File: config.mk
export PLATFORM = sky130hd
export DESIGN_NAME = kpi_top
export DESIGN_NICKNAME = d
export VERILOG_FILES = /design/src/kpi_pkg.sv /design/src/kpi_sync.sv /design/src/kpi_detect.sv /design/src/kpi_top.sv
export SDC_FILE = /design/constraint.sdc
export NUM_CORES = 1
export LEC_CHECK = 0
export ABC_AREA = 1
export BUFFER_PORTS_ARGS = -buffer_cell sky130_fd_sc_hd__buf_2
export CAP_MARGIN = 5
export CORE_MARGIN = 2
export CORE_UTILIZATION = 30
export DETAILED_ROUTE_END_ITERATION = 16
export GPL_TIMING_DRIVEN = 0
export PLACE_DENSITY = 0.69
export SYNTH_ARGS = -nofsm -noshare
export SYNTH_HDL_FRONTEND = slang
export SYNTH_SLANG_ARGS = --single-unit
export TNS_END_PERCENT = 20
File: constraint.sdc
create_clock -name clock -period 2 [get_ports clock]
set_input_delay 0.2 -clock clock [delete_from_list [all_inputs] [get_ports clock]]
set_output_delay 0.2 -clock clock [all_outputs]
set_load 0.01 [all_outputs]
File: src/kpi_pkg.sv
// Constants, register map and field layout for the keypad pin interrupt block.
// Assumes an APB slave with 32-bit data; registers occupy aligned words.
// Notes on behaviour
// - Interrupt-enable bit 1 gates the request; zero means no request.
// - Mode bit 0 picks edge-only (0) or edge-and-level (1) detection.
// - Only pins with their enable bit set take part in detection.
// - Polarity bit 0 means falling/low, 1 rising/high; pins 5,4,2:0.
// - Falling edge: enabled input sampled 1 then 0 on consecutive cycles.
// - Rising edge: enabled input sampled 0 then 1 on consecutive cycles.
// - Edge needs the deasserted level seen first; sampled on bus clock.
// - Edge-only mode: valid edge on any enabled pin sets the sticky flag.
// - Edge-and-level mode: edge or asserted level sets the flag.
// - Flag set and interrupt enabled presents a request to the processor.
// - Edge-only mode: writing 1 to acknowledge clears the flag.
// - Level mode: acknowledge clears only if all enabled inputs deasserted.
// - Level mode: any enabled pin still asserted keeps the flag set.
// - Enabling a pin never turns on a pull device by itself.
// - A spurious flag at pin enable is cleared by normal acknowledge.
// - Enabled pin event with interrupt enabled wakes from stop and wait.
// - Writes to the flag bit are ignored.
// - The acknowledge bit always reads as zero.
// - In stop mode enabled pins are detected asynchronously for wake-up.
package kpi_pkg;

   localparam int         KPI_PINS        = 8;
   // ------------------------------------------------------------
   // Register byte addresses
   // ------------------------------------------------------------
   localparam logic [3:0] KPI_ADDR_SC     = 4'h0;
   localparam logic [3:0] KPI_ADDR_PE     = 4'h4;
   localparam logic [3:0] KPI_ADDR_ES     = 4'h8;
   // ------------------------------------------------------------
   // Status/control fields
   // ------------------------------------------------------------
   localparam int         KPI_SC_MODE     = 0;
   localparam int         KPI_SC_IE       = 1;
   localparam int         KPI_SC_ACK      = 2;
   localparam int         KPI_SC_FLAG     = 3;
   // Implemented pins 5,4,2:0
   localparam logic [7:0] KPI_PIN_MASK    = 8'h37;
   localparam logic [7:0] KPI_RESET_BYTE  = 8'h00;

endpackage : kpi_pkg

File: src/kpi_sync.sv
// Two-flop synchroniser, one per pin.
// Assumes inputs are asynchronous to clock.
`timescale 1ns/1ps
`default_nettype none
module kpi_sync
   import kpi_pkg::*;
(
   input  wire logic                clock,
   input  wire logic                rst_n,
   input  wire logic [KPI_PINS-1:0] asyncIn,
   output logic      [KPI_PINS-1:0] syncOut
);
   logic [KPI_PINS-1:0] meta_q;
   logic [KPI_PINS-1:0] sync_q;

   always_ff @(posedge clock or negedge rst_n) begin
      if (!rst_n) begin
         meta_q <= '0;
         sync_q <= '0;
      end else begin
         meta_q <= asyncIn;
         sync_q <= meta_q;
      end
   end
   assign syncOut = sync_q;
endmodule : kpi_sync
`default_nettype wire

File: src/kpi_detect.sv
// Per-pin assertion and transition detection after polarity correction.
// Assumes synchronised inputs on the same clock.
`timescale 1ns/1ps
`default_nettype none
module kpi_detect
   import kpi_pkg::*;
(
   input  wire logic                clock,
   input  wire logic                rst_n,
   input  wire logic [KPI_PINS-1:0] pinSync,
   input  wire logic [KPI_PINS-1:0] pinEnable,
   input  wire logic [KPI_PINS-1:0] polarity,
   output logic      [KPI_PINS-1:0] edgeHit,
   output logic      [KPI_PINS-1:0] levelHit
);
   logic [KPI_PINS-1:0] asserted;
   logic [KPI_PINS-1:0] hist_q;
   logic [KPI_PINS-1:0] hist_d;

   genvar i;
   generate
      for (i = 0; i < KPI_PINS; i++) begin : g_pin
         // Active level normalised to 1
         assign asserted[i] = pinSync[i] ~^ polarity[i];
         // History forced to asserted while disabled so enabling needs a deasserted sample first
         assign hist_d[i]   = pinEnable[i] ? asserted[i] : 1'b1;
         assign edgeHit[i]  = pinEnable[i] & ~hist_q[i] & asserted[i];
         assign levelHit[i] = pinEnable[i] & asserted[i];
      end
   endgenerate

   always_ff @(posedge clock or negedge rst_n) begin
      if (!rst_n) begin
         hist_q <= '1;
      end else begin
         hist_q <= hist_d;
      end
   end
endmodule : kpi_detect
`default_nettype wire

File: src/kpi_top.sv
// Keypad pin interrupt: APB registers, sticky flag, request and wake outputs.
// Assumes pins are asynchronous; pull devices live in the port logic.
//
// Register access over APB and the register offsets are this design's own decisions.
`timescale 1ns/1ps
`default_nettype none
module kpi_top
   import kpi_pkg::*;
(
   input  wire logic                clock,
   input  wire logic                rst_n,
   input  wire logic                psel,
   input  wire logic                penable,
   input  wire logic                pwrite,
   input  wire logic [31:0]         paddr,
   input  wire logic [31:0]         pwdata,
   input  wire logic [3:0]          pstrb,
   output logic      [31:0]         prdata,
   output logic                     pready,
   output logic                     pslverr,
   input  wire logic [KPI_PINS-1:0] key_input_pin_n,
   output logic                     irqRequest,
   output logic                     wakeRequest
);
   // ------------------------------------------------------------
   // State
   // ------------------------------------------------------------
   logic                irq_request_enable_q, irq_request_enable_d;
   logic                detect_mode_select_q, detect_mode_select_d;
   logic                key_event_flag_q,     key_event_flag_d;
   logic [7:0]          pin_enable_q,         pin_enable_d;
   logic [7:0]          polarity_select_q,    polarity_select_d;
   logic [31:0]         prdata_q,             prdata_d;
   logic                pslverr_q,            pslverr_d;
   logic [KPI_PINS-1:0] pinSync;
   logic [KPI_PINS-1:0] edgeHit;
   logic [KPI_PINS-1:0] levelHit;
   logic                access;
   logic                wrAccess;
   logic                mapped;
   logic                ackWrite;
   logic                setEvent;
   logic                anyAsserted;
   logic [7:0]          scByte;
   logic                waited_q;
   logic                waited_d;

   kpi_sync u_sync (
      .clock   (clock),
      .rst_n   (rst_n),
      .asyncIn (key_input_pin_n),
      .syncOut (pinSync)
   );

   kpi_detect u_detect (
      .clock     (clock),
      .rst_n     (rst_n),
      .pinSync   (pinSync),
      .pinEnable (pin_enable_q),
      .polarity  (polarity_select_q),
      .edgeHit   (edgeHit),
      .levelHit  (levelHit)
   );

   // ------------------------------------------------------------
   // Bus decode
   // ------------------------------------------------------------
   // Writes land only on the completing edge, so an acknowledge acts once
   assign access   = psel & penable;
   assign wrAccess = access & waited_q & pwrite & pstrb[0];
   assign mapped   = (paddr[31:4] == 28'h0000000) & (paddr[1:0] == 2'h0) &
                     ((paddr[3:0] == KPI_ADDR_SC) | (paddr[3:0] == KPI_ADDR_PE) |
                      (paddr[3:0] == KPI_ADDR_ES));
   assign ackWrite = wrAccess & mapped & (paddr[3:0] == KPI_ADDR_SC) &
                     pwdata[KPI_SC_ACK];

   // ------------------------------------------------------------
   // Detection and flag
   // ------------------------------------------------------------
   assign anyAsserted = |levelHit;
   always_comb begin
      setEvent = |edgeHit;
      if (detect_mode_select_q) begin
         setEvent = (|edgeHit) | anyAsserted;
      end
   end

   always_comb begin
      key_event_flag_d = key_event_flag_q;
      // Clear only where allowed; level mode refuses it while a pin is asserted
      if (ackWrite && !(detect_mode_select_q && anyAsserted)) begin
         key_event_flag_d = 1'b0;
      end
      // A new event in the acknowledge cycle wins over the clear
      if (setEvent) begin
         key_event_flag_d = 1'b1;
      end
   end

   // ------------------------------------------------------------
   // Control registers
   // ------------------------------------------------------------
   always_comb begin
      irq_request_enable_d = irq_request_enable_q;
      detect_mode_select_d = detect_mode_select_q;
      pin_enable_d         = pin_enable_q;
      polarity_select_d    = polarity_select_q;
      if (wrAccess && mapped) begin
         case (paddr[3:0])
            KPI_ADDR_SC: begin
               // Flag bit write ignored; it has no path from pwdata
               irq_request_enable_d = pwdata[KPI_SC_IE];
               detect_mode_select_d = pwdata[KPI_SC_MODE];
            end
            // Pull devices are not touched here
            KPI_ADDR_PE: pin_enable_d      = pwdata[7:0] & KPI_PIN_MASK;
            KPI_ADDR_ES: polarity_select_d = pwdata[7:0] & KPI_PIN_MASK;
            default:     pin_enable_d      = pin_enable_q;
         endcase
      end
   end

   // ------------------------------------------------------------
   // Read path
   // ------------------------------------------------------------
   always_comb begin
      scByte              = 8'h00;
      scByte[KPI_SC_FLAG] = key_event_flag_q;
      scByte[KPI_SC_IE]   = irq_request_enable_q;
      scByte[KPI_SC_MODE] = detect_mode_select_q;
      // Acknowledge bit stays zero on read
      scByte[KPI_SC_ACK]  = 1'b0;
      prdata_d  = prdata_q;
      pslverr_d = 1'b0;
      if (access) begin
         pslverr_d = ~mapped;
         case (paddr[3:0])
            KPI_ADDR_SC: prdata_d = {24'h000000, scByte};
            KPI_ADDR_PE: prdata_d = {24'h000000, pin_enable_q};
            KPI_ADDR_ES: prdata_d = {24'h000000, polarity_select_q};
            default:     prdata_d = 32'h00000000;
         endcase
         if (!mapped || pwrite) begin
            prdata_d = 32'h00000000;
         end
      end
   end

   always_ff @(posedge clock or negedge rst_n) begin
      if (!rst_n) begin
         irq_request_enable_q <= 1'b0;
         detect_mode_select_q <= 1'b0;
         key_event_flag_q     <= 1'b0;
         pin_enable_q         <= KPI_RESET_BYTE;
         polarity_select_q    <= KPI_RESET_BYTE;
         prdata_q             <= 32'h00000000;
         pslverr_q            <= 1'b0;
      end else begin
         irq_request_enable_q <= irq_request_enable_d;
         detect_mode_select_q <= detect_mode_select_d;
         key_event_flag_q     <= key_event_flag_d;
         pin_enable_q         <= pin_enable_d;
         polarity_select_q    <= polarity_select_d;
         prdata_q             <= prdata_d;
         pslverr_q            <= pslverr_d;
      end
   end

   // Registered read data is valid the cycle after the access is sampled,
   // so the slave inserts one wait state on every access.
   always_comb begin
      waited_d = access & ~waited_q;
   end
   always_ff @(posedge clock or negedge rst_n) begin
      if (!rst_n) begin
         waited_q <= 1'b0;
      end else begin
         waited_q <= waited_d;
      end
   end
   assign pready  = waited_q;
   assign prdata  = prdata_q;
   assign pslverr = pslverr_q & waited_q;

   // ------------------------------------------------------------
   // Request and wake
   // ------------------------------------------------------------
   assign irqRequest  = key_event_flag_q & irq_request_enable_q;
   // Wake needs no clock: raw pin path, so it works with the bus clock stopped
   always_comb begin
      wakeRequest = key_event_flag_q & irq_request_enable_q;
      for (int k = 0; k < KPI_PINS; k++) begin
         if (pin_enable_q[k] && irq_request_enable_q &&
             (key_input_pin_n[k] == polarity_select_q[k])) begin
            wakeRequest = 1'b1;
         end
      end
   end
endmodule : kpi_top
`default_nettype wire

# Yosys cells after proc, flatten, opt, wreduce, memory -nomap -nowiden
# Cells that the tools add are included.
# W data, S select, Z words.
# op_classes
add_sub_neg	0
mul	0
n_reduce_logical	25
order_cmp	0
div	0
shifts	0
n_eq_ne	7
n_mux	16
bitwise_logic	42
# ops
cell	n
$mux W32	1
$logic_not A28 Y1	1
$and A1 B1 Y1	27
$pmux W6 S3	1
$mux W1	14
$logic_and A1 B1 Y1	13
$reduce_or A5 Y1	2
$not A1 Y1	7
$reduce_and A2 Y1	3
$eq A1 B1 Y1	5
$xnor A1 B1 Y1	5
$eq A4 B3 Y1 const B	1
$eq A4 B4 Y1 const B	1
$logic_not A4 Y1	1
$or A1 B1 Y1	3
$logic_not A1 Y1	2
$logic_not A2 Y1	1
$reduce_bool A2 Y1	1
$logic_or A1 B1 Y1	1
# totals
input_bits	81
n_memories	0
ramBits	0
elab_cells	101
regBits	64
latchBits	0
romBits	0

# Longest topological paths before layout
# Gate-level depths: netlist of the first run.
# depth
word_depth	10
depth_mapped	8
ltp_nobuf	8

# Cells and area by module
# From an unflattened synthesis of the first run, not the netlist that was laid out.
# unflattened
cells_unflattened	306
area_unflattened_um2	2407.3
# modules_own_cells
module	area_per_inst_um2	seq_area_each_um2	cells_per_inst	instances
kpi_top	1446.4	525.5	194	1
kpi_detect	560.5	210.2	96	1
kpi_sync	400.4	400.4	16	1

# Worst setup path before layout of the first run
# Ideal clock, no wire load.
# synth_timing
kind	reg-to-output
start	reg polarity_select_q[0]
end	out wakeRequest
n_path_buf	0
required_time_ns	1.800
setup_slack_ns	0.797
stages_incl_launch_ff	7
arrival_time_ns	1.003
path_cell_list	dfrtp_1 -> inv_1 -> or2_2 -> nand4_1 -> nand2_1 -> nor2_1 -> o2111ai_1
# synth_via
elab_chain_cells	7
# synth_rtl
element	line	rtl
start, declared	kpi_top.sv:32	logic [7:0] polarity_select_q, polarity_select_d;
start signal, assigned	kpi_top.sv:163	polarity_select_q <= polarity_select_d;
$eq A1 B1 Y1	kpi_top.sv:194	(key_input_pin_n[k] == polarity_select_q[k])) begin
$logic_and A1 B1 Y1	kpi_top.sv:193	if (pin_enable_q[k] && irq_request_enable_q &&
$mux W1 (5 in a row)	kpi_top.sv:193	
end, declared	kpi_top.sv:23	output logic wakeRequest
# Every way passes these cells.

# Worst setup path in the final report of the first run
# Ends and elaborated chain as after synthesis.

==> results.ini, run 1 <==
[synth]
synth_top_cell_area_share_pct = 39.8
ys_ff_latch = 36
syn_inst = 239
syn_area_per_cell_um2 = 8.15
synthArstFlopShare_pct = 100
synthAdderAreaFrac_pct = 0
synth_common_cells = nand2_1, dfrtp_1, nor2_1
ys.warnings.count = 0
synth_area_mm2 = 0.00195
synth_top_family_by_area = simple AND/OR/NAND/NOR gates
synth_xor_area_share_pct = 2.25
synth_area_leaders = dfrtp_1, nand2_1, buf_4, dfstp_2, nor2_1
yosysMostFrequentCell = nand2_1
ys_seq_area_share_pct = 46.6
synth_top_area_cell = dfrtp_1
ys_types = 26
ys.flop_type = dfrtp_1
synth-edff-count = 0
synth-simple-area-share_pct = 28.6
synth-compound-area-share_pct = 7.52
synthMuxAreaShare_pct = 0

[worst_setup_path]
arrival_ns = 1.53
path_max_fanout = 4
crit_family = simple AND/OR/NAND/NOR gates
worstSetupStartpointType = register
cp_data_required_time_ns = 1.80
crit_type = reg -> out
crit_chain = inv_1 > or2_2 > nand4_1 > nand2_1 > nor2_1 > o2111ai_1 > buf_2
critical_path.max_stage_delay_ns = 0.38
critPathBufInv = 2
critPathCaptureType = primary output
crit_slowest_cell = dfrtp_1

[timing]
max_slew_margin_pct = 48.3
clock_skew_ns = 0.00252
fin_crit_sh_pct = 86.3
worst_pin_slew_ns = 0.776
slew_violations = 0
fin_setup_tns_ns = 0
holdWs_ns = -0.0187
rsz0062_at_grt = false
setup_violations = 0
hold_viol = 16
min_period_ns = 1.73
fmaxAchievable_ghz = 0.580

[floorplanning]
fp-row-count = 29
fp.dieW_um = 84.6
die_area_mm2 = 0.00715
die_h_um = 84.6
start_util_pct = 30.8
core_mm2 = 0.00631
top_level_ports = 117

[layout]
layout-drive-gt1-share_pct = 33.5
syn_to_final_growth_pct = 29.4
diodes = 0
nets = 409
final_core_util_pct = 39.9
nFillCells = 664

[global_routing]
grt_use_total_pct = 12.5
grt_pass1_wl_mm = 7.22
grt_overflow = 0
antenna_found_initial = 0
grt_max_degree = 37
grt_pass1_vias = 1679

[clock_tree]
clockBufferDepth = 2
cts_root_buffer = clkbuf_8
htree_num_levels = 2
path_clk_slew_ns = 0.07
post-cts-setup-buffers = 0
cts_resized = 0
postCtsHoldBufs = 0
clk_latency_ns = 0.29
numClockSinks = 36
cts_buffers = 5
cts_tree = built

[status]
outcome = finished, violations left
violations = hold timing

[route]
antenna_left = 0
wl_per_cell_um = 9.99
drc_errors = 0
vias = 1632
avgViaCountPerCell = 4.03
drt_pre_antenna_iters = 4
initialDrtViolationCount = 81
drt_wl_total_mm = 4.05

[placed_design]
placement.io_buffers = 57
finalWeightedCongestion = 0.796
hpwl_mm = 3.24

[power_and_ir_drop]
leakage_nw = 1.31
power_density_mw_per_mm2 = 579
power_mw = 1.46
ir_drop_uv = 262

[job]
max-cap-violations = 0

[hold_path]
worstHoldPathType = in -> async

through the flow:
step | instance area (um2) | cells | setup slack (ns) | hold slack [ns]
6_report | 2520 | 405 | 0.275 | -0.0187
5_1_grt | 2520 | 405 | 0.186 | 0.0344
4_1_cts | 2520 | 405 | 0.251 | 0.00898
3_5_place_dp | 2420 | 398 | 0.572 | 0.324
3_3_place_gp | 2420 | 398 | 0.575 | 0.316
2_1_floorplan | 2040 | 264 | 0.797 | -0.0956
worst register-to-register path, delay by kind of cell, from the launching register on:
family                 cells  cell delay, ns
AOI/OAI and AO/OA          1            0.09
DFF                        1            0.40
buffers and inverters      1            0.13
and+or+nand+nor            6            0.51
cell usage in the layout (no fill, tap or decap):
cell,netlist,routed
a21bo_2,1,1
buf_2,0,57
buf_4,26,26
clkbuf_1,1,1
clkbuf_8,0,7
conb_1,1,26
dfrtp_1,31,31
dfstp_2,5,5
inv_1,24,24
nand2_1,62,62
nand2_2,2,2
nand3_1,7,7
nand3_2,1,1
nand3_4,2,2
nand4_1,6,6
nor2_1,30,30
nor2_2,1,1
nor2_4,1,1
nor2_8,1,1
nor4_1,1,1
o2111ai_1,1,1
o211ai_1,2,2
o21ai_0,2,2
o21ai_1,18,18
o22ai_1,2,2
or2_2,6,6
xnor2_1,3,3
xor2_1,2,2
state kept, by name, summed over array words and instances, names as in the netlist, 5 cells and up:
name and cells:
prdata 6, u_sync.syncOut 5, polarity_select_q 5, pin_enable_q 5, u_sync.meta_q 5, u_detect.hist_q 5
power breakdown:
group | leakage, nW | switching (mW) | total, mW | internal, mW
Sequential | 0.456 | 0.00505 | 0.746 | 0.741
Combinational | 0.807 | 0.0873 | 0.167 | 0.0793
Clock | 0.0503 | 0.239 | 0.546 | 0.306
Total | 1.31 | 0.332 | 1.46 | 1.13
cells by family after synthesis:
group,after synthesis
AOI/OAI and AO/OA,26
xor gates and xnor gates,5
buffers and inverters,51
DFF,36
other,1
and+or+nand+nor,120
area by class of cell:
class / instances / area, um2 / share of cell area (%)
Tap cell: 77 / 96.3 / 3.83
Sequential cell: 36 / 907 / 36.0
Buffer: 27 / 199 / 7.90
Multi-Input combinational cell: 177 / 845 / 33.5
Inverter: 24 / 90.1 / 3.58
Timing Repair Buffer: 57 / 285 / 11.3
Clock buffer: 7 / 96.3 / 3.83
layer usage:
metal,routed length (um),track usage [%],vias to the layer above
met5,0,0,-
met2,1920,20.6,48
met4,79,4.91,0
li1,-,-,875
met3,279,4.03,10
met1,1770,15.2,699
path summary, 6_finish.rpt:
kind	start	endpoint	slack [ns]	cells past startpoint
worst max-delay path	polarity_select_q[0]	wakeRequest	0.27	7
worst min register to register	u_sync.meta_q[2]	u_sync.syncOut[2]	0.35	0
worst min-delay path	rst_n	u_sync.meta_q[2]	-0.02	1
min in group clock	key_input_pin_n[1]	u_sync.meta_q[1]	0.04	1
worst max register to register	polarity_select_q[0]	key_event_flag_q	0.76	8
max in group asynchronous	rst_n	polarity_select_q[0]	1.52	1
Note: power is estimated with default switching activity, not from simulation.
==> run 2: changes to the inputs <==
--- a/config.mk
+++ b/config.mk
@@ -9,10 +9,11 @@
 export BUFFER_PORTS_ARGS = -buffer_cell sky130_fd_sc_hd__buf_2
 export CAP_MARGIN = 5
 export CORE_MARGIN = 2
-export CORE_UTILIZATION = 30
+export CORE_UTILIZATION = 45
+export CTS_CLUSTER_SIZE = 30
 export DETAILED_ROUTE_END_ITERATION = 16
 export GPL_TIMING_DRIVEN = 0
-export PLACE_DENSITY = 0.69
+export PLACE_DENSITY = 0.93
 export SYNTH_ARGS = -nofsm -noshare
 export SYNTH_HDL_FRONTEND = slang
 export SYNTH_SLANG_ARGS = --single-unit
==> results.ini, run 2 (same netlist as run 1, synthesis figures left out) <==
[global_routing]
grt_overflow = 0  ; unchanged
grt_max_degree = 37  ; unchanged
grt_pass1_vias = 1636  ; -2.6%
grt_use_total_pct = 17.8  ; +5.3 points
grt_pass1_wl_mm = 7.02  ; -2.8%
antenna_found_initial = 0  ; unchanged

[floorplanning]
start_util_pct = 47.6  ; +17 points
die_h_um = 69.8  ; -17%
top_level_ports = 117  ; unchanged
die_area_mm2 = 0.00487  ; -32%
fp-row-count = 23  ; -21%
fp.dieW_um = 69.8  ; -17%
core_mm2 = 0.00409  ; -35%

[hold_path]
worstHoldPathType = in -> async

[timing]
fmaxAchievable_ghz = 0.582  ; +0.39%
fin_crit_sh_pct = 85.9  ; -0.34 points
hold_viol = 31  ; +15
fin_setup_tns_ns = 0  ; unchanged
clock_skew_ns = 0.00311  ; +0.000596 ns
holdWs_ns = -0.0149  ; +0.00381 ns
slew_violations = 0  ; unchanged
setup_violations = 0  ; unchanged
min_period_ns = 1.72  ; -0.00670 ns
rsz0062_at_grt = false
worst_pin_slew_ns = 0.774  ; -0.00149 ns
max_slew_margin_pct = 48.4  ; +0.10 points

[power_and_ir_drop]
power_density_mw_per_mm2 = 580  ; +0.23%
leakage_nw = 1.31  ; -0.37%
ir_drop_uv = 441  ; +68%
power_mw = 1.44  ; -1.4%

[clock_tree]
cts_buffers = 5  ; unchanged
cts_root_buffer = clkbuf_8
cts_tree = built
path_clk_slew_ns = 0.07  ; about the same
clk_latency_ns = 0.29  ; about the same
post-cts-setup-buffers = 0  ; unchanged
clockBufferDepth = 2  ; unchanged
cts_resized = 0  ; unchanged
numClockSinks = 36  ; unchanged
htree_num_levels = 2  ; unchanged
postCtsHoldBufs = 0  ; unchanged

[layout]
diodes = 0  ; unchanged
syn_to_final_growth_pct = 27.3
mostFrequentLayoutCells = nand2_1, buf_2, dfrtp_1
final_core_util_pct = 60.7  ; +21 points
layout-drive-gt1-share_pct = 33.1  ; -0.41 points
largest_register_ffs = 6  ; unchanged
final_cells = 379  ; -6.4%
nets = 409  ; unchanged
final_common_cell = nand2_1

[worst_setup_path]
crit_slowest_cell = dfrtp_1
cp_data_required_time_ns = 1.80  ; about the same
arrival_ns = 1.52  ; about the same
critPathBufInv = 2  ; unchanged
worstSetupStartpointType = register
critPathCaptureType = primary output
crit_chain = inv_1 > or2_2 > nand4_1 > nand2_1 > nor2_1 > o2111ai_1 > buf_2
crit_family = simple AND/OR/NAND/NOR gates
path_max_fanout = 4  ; unchanged
crit_type = reg -> out
critical_path.max_stage_delay_ns = 0.36  ; -0.02 ns

[route]
avgViaCountPerCell = 4.50  ; +12%
drt_pre_antenna_iters = 6  ; +2
wl_per_cell_um = 10.5  ; +5.6%
vias = 1704  ; +4.4%
initialDrtViolationCount = 76  ; -6.2%
drt_wl_total_mm = 4.00  ; -1.2%
antenna_left = 0  ; unchanged
drc_errors = 0  ; unchanged

[job]
max-cap-violations = 0  ; unchanged

[placed_design]
dp_cells = 371  ; -6.8%
placement.io_buffers = 57  ; unchanged
finalWeightedCongestion = 0.793  ; -0.38%
hpwl_mm = 3.13  ; -3.3%

[status]
violations = hold timing
outcome = finished, violations left

==> run 2: cell types whose count changed in the layout (fill, tap and decap cells not counted), sizes merged <==
| cell | change |
|---|---|
| clkbuf | +1 |
==> run 2: cell type report <==
class                   instances  area [um2]
clock buffers                   8        90.1
multi-input cells             177         845
plain buffers                  27         199
inverters                      24        90.1
well taps                      50        62.6
fillers                       385        1610
repair buffers                 57         285
flip-flops and latches         36         907
==> run 2: worst paths after layout <==
kind                                 startpoint           endpoint  slack [ns]  cells past startpoint
max                        polarity_select_q[0]        wakeRequest        0.28                      7
min                                       rst_n          prdata[4]       -0.01                      1
max reg2reg                              pready    pin_enable_q[4]        0.78                      5
min reg2reg                    u_sync.meta_q[1]  u_sync.syncOut[1]        0.35                      0
max in group asynchronous                 rst_n  u_sync.syncOut[1]        1.52                      1
min in group clock           key_input_pin_n[4]   u_sync.meta_q[4]        0.04                      1
==> run 2: routing by layer <==
metal  global-route usage (%)  wire length, um
met5                        0                0
met4                     4.91               42
met3                     6.54              285
met2                     30.3             1970
met1                     21.2             1700
==> run 2: power by group <==
group / switching [mW] / internal [mW] / total [mW]
sequential: 0.00516 / 0.741 / 0.746
clock: 0.245 / 0.281 / 0.526
combinational: 0.0872 / 0.0793 / 0.166
total: 0.338 / 1.10 / 1.44
==> run 2: stage by stage <==
stage	instance area (um2)	setup WS, ns
5_1_grt	2480	0.134
3_5_place_dp	2390	0.588
4_1_cts	2480	0.266
2_1_floorplan	2040	0.797
3_3_place_gp	2390	0.600
6_report	2480	0.282
==> run 3: changes to the inputs <==
--- a/config.mk
+++ b/config.mk
@@ -10,6 +10,7 @@
 export CAP_MARGIN = 5
 export CORE_MARGIN = 2
 export CORE_UTILIZATION = 45
+export CTS_BUF_LIST = sky130_fd_sc_hd__clkbuf_8
 export CTS_CLUSTER_SIZE = 30
 export DETAILED_ROUTE_END_ITERATION = 16
 export GPL_TIMING_DRIVEN = 0
==> results.ini, run 3 (same netlist as run 1, synthesis figures left out) <==
[worst_setup_path]
critPathCaptureType = primary output
cp_data_required_time_ns = 1.80  ; about the same
critical_path.max_stage_delay_ns = 0.36  ; about the same
endpoint = wakeRequest
cp.depth = 7  ; unchanged
rr_worst_depth = 5  ; unchanged
regToRegEndpoint = pin_enable_q[4]
critical_path.startpoint = polarity_select_q[0]
worstSetupStartpointType = register
crit_type = reg -> out
timing.rr.start = pready
crit_slowest_cell = dfrtp_1
crit_chain = inv_1 > or2_2 > nand4_1 > nand2_1 > nor2_1 > o2111ai_1 > buf_2
arrival_ns = 1.52  ; about the same
crit_family = simple AND/OR/NAND/NOR gates
rrSetupSlack_ns = 0.78  ; about the same
critPathBufInv = 2  ; unchanged
path_max_fanout = 4  ; unchanged

[layout]
nFillCells = 385  ; unchanged
nets = 409  ; unchanged
design_area_mm2 = 0.00248  ; unchanged
mostFrequentLayoutCells = nand2_1, buf_2, dfrtp_1
layout-drive-gt1-share_pct = 33.1  ; unchanged
seqCellArea_um2 = 907  ; unchanged
syn_to_final_growth_pct = 27.3  ; unchanged
multi_input_area_um2 = 845  ; unchanged
diodes = 0  ; unchanged
final_common_cell = nand2_1
largest_register_ffs = 6  ; unchanged

[timing]
holdWs_ns = -0.0150  ; -0.000131 ns
clock_skew_ns = 0.00288  ; -0.000226 ns
setup_violations = 0  ; unchanged
slew_violations = 0  ; unchanged
hold_viol = 31  ; unchanged
min_period_ns = 1.72  ; -0.0000110 ns
fin_crit_sh_pct = 85.9  ; about the same
fmaxAchievable_ghz = 0.582  ; about the same
max_slew_margin_pct = 48.4  ; unchanged
fin_setup_tns_ns = 0  ; unchanged
worst_pin_slew_ns = 0.774  ; unchanged
rsz0062_at_grt = false

[floorplanning]
start_util_pct = 47.6  ; unchanged
fp-row-count = 23  ; unchanged
fp.dieW_um = 69.8  ; unchanged
die_h_um = 69.8  ; unchanged
die_area_mm2 = 0.00487  ; unchanged
top_level_ports = 117  ; unchanged
core_mm2 = 0.00409  ; unchanged

[route]
wl_per_cell_um = 10.5  ; about the same
avgViaCountPerCell = 4.50  ; about the same
drc_errors = 0  ; unchanged
antenna_left = 0  ; unchanged
drt_wl_total_mm = 4.00  ; about the same
vias = 1705  ; +0.059%
drt_pre_antenna_iters = 6  ; unchanged
initialDrtViolationCount = 76  ; unchanged

[status]
violations = hold timing
outcome = finished, violations left

[clock_tree]
clk_latency_ns = 0.29  ; about the same
post-cts-setup-buffers = 0  ; unchanged
numClockSinks = 36  ; unchanged
cts_resized = 0  ; unchanged
postCtsHoldBufs = 0  ; unchanged
path_clk_slew_ns = 0.07  ; about the same
htree_num_levels = 2  ; unchanged
cts_buffers = 5  ; unchanged
cts_root_buffer = clkbuf_8
clockBufferDepth = 2  ; unchanged
cts_tree = built

[placed_design]
placed_cell_area_mm2 = 0.00239  ; unchanged
hpwl_mm = 3.13  ; unchanged
placement.io_buffers = 57  ; unchanged
finalWeightedCongestion = 0.793  ; unchanged

[global_routing]
grt_overflow = 0  ; unchanged
grt_use_met2_pct = 30.3  ; unchanged
grt_use_met3_pct = 6.54  ; unchanged
use_met1_pct = 21.2  ; unchanged
antenna_found_initial = 0  ; unchanged
grt.busiest_layer = met2
grt_pass1_vias = 1636  ; unchanged
grt_use_total_pct = 17.8  ; unchanged
grt_pass1_wl_mm = 7.02  ; unchanged
grt_max_degree = 37  ; unchanged

[power_and_ir_drop]
switching_share_pct = 23.7  ; +0.20 points
clkPwrFrac_pct = 36.1  ; -0.5 points
switchingPower_mw = 0.338  ; +0.17%
leakage_nw = 1.32  ; +0.63%
power_mw = 1.43  ; -0.68%
power_density_mw_per_mm2 = 576  ; -0.68%
ir_drop_uv = 441  ; about the same
p_int_mw = 1.09  ; -0.94%
p_seq_share_pct = 52.2  ; +0.3 points
pwr-share-comb_pct = 11.6  ; about the same

[job]
max-cap-violations = 0  ; unchanged

[hold_path]
worstHoldPathType = in -> async

run 3: cell types whose count changed in the layout (fill, tap and decap cells not counted):
cell	change
inv_1	+2
clkbuf_1	-2
run 3: through the flow:
| stage | utilization [%] | hold WS, ns | setup slack, ns | instances |
|---|---|---|---|---|
| finish | 60.7 | -0.0150 | 0.282 | 379 |
| global route | 60.7 | 0.0318 | 0.134 | 379 |
| CTS | 60.7 | 0.00569 | 0.266 | 379 |
| detailed placement | 58.5 | 0.315 | 0.588 | 371 |
| global placement | 58.5 | 0.303 | 0.600 | 371 |
| floorplan | - | -0.0956 | 0.797 | 264 |
run 3: power by group through the flow:
stage,sequential [mW],combinational (mW),clock [mW]
CTS,0.746,0.165,0.530
detailed placement,0.759,0.165,0
global placement,0.758,0.162,0
floorplan,0.759,0.0930,0
global route,0.747,0.189,0.562
finish,0.746,0.166,0.516
run 3: cell type report:
type,instances,area share [%]
multi-input cells,177,34.1
inverters,24,3.63
well taps,50,2.52
repair buffers,57,11.5
clock buffers,6,3.33
plain buffers,27,8.03
flip-flops and latches,36,36.6
clock inverters,2,0.303
run 3: worst min path at each step:
stage	start	end	depth (start not counted)
floorplan	rst_n	detect_mode_select_q	0
global placement	rst_n	u_sync.syncOut[2]	1
detailed placement	rst_n	prdata[2]	1
CTS	rst_n	pin_enable_q[4]	1
global route	key_input_pin_n[1]	u_sync.meta_q[1]	1
finish	rst_n	prdata[4]	1
run 3: routing by layer:
| layer | vias to the layer above | part of all wire (%) |
|---|---|---|
| met5 | - | 0 |
| met4 | 0 | 1.1 |
| met3 | 7 | 7.3 |
| met2 | 63 | 49 |
| met1 | 758 | 42 |
| li1 | 877 | - |
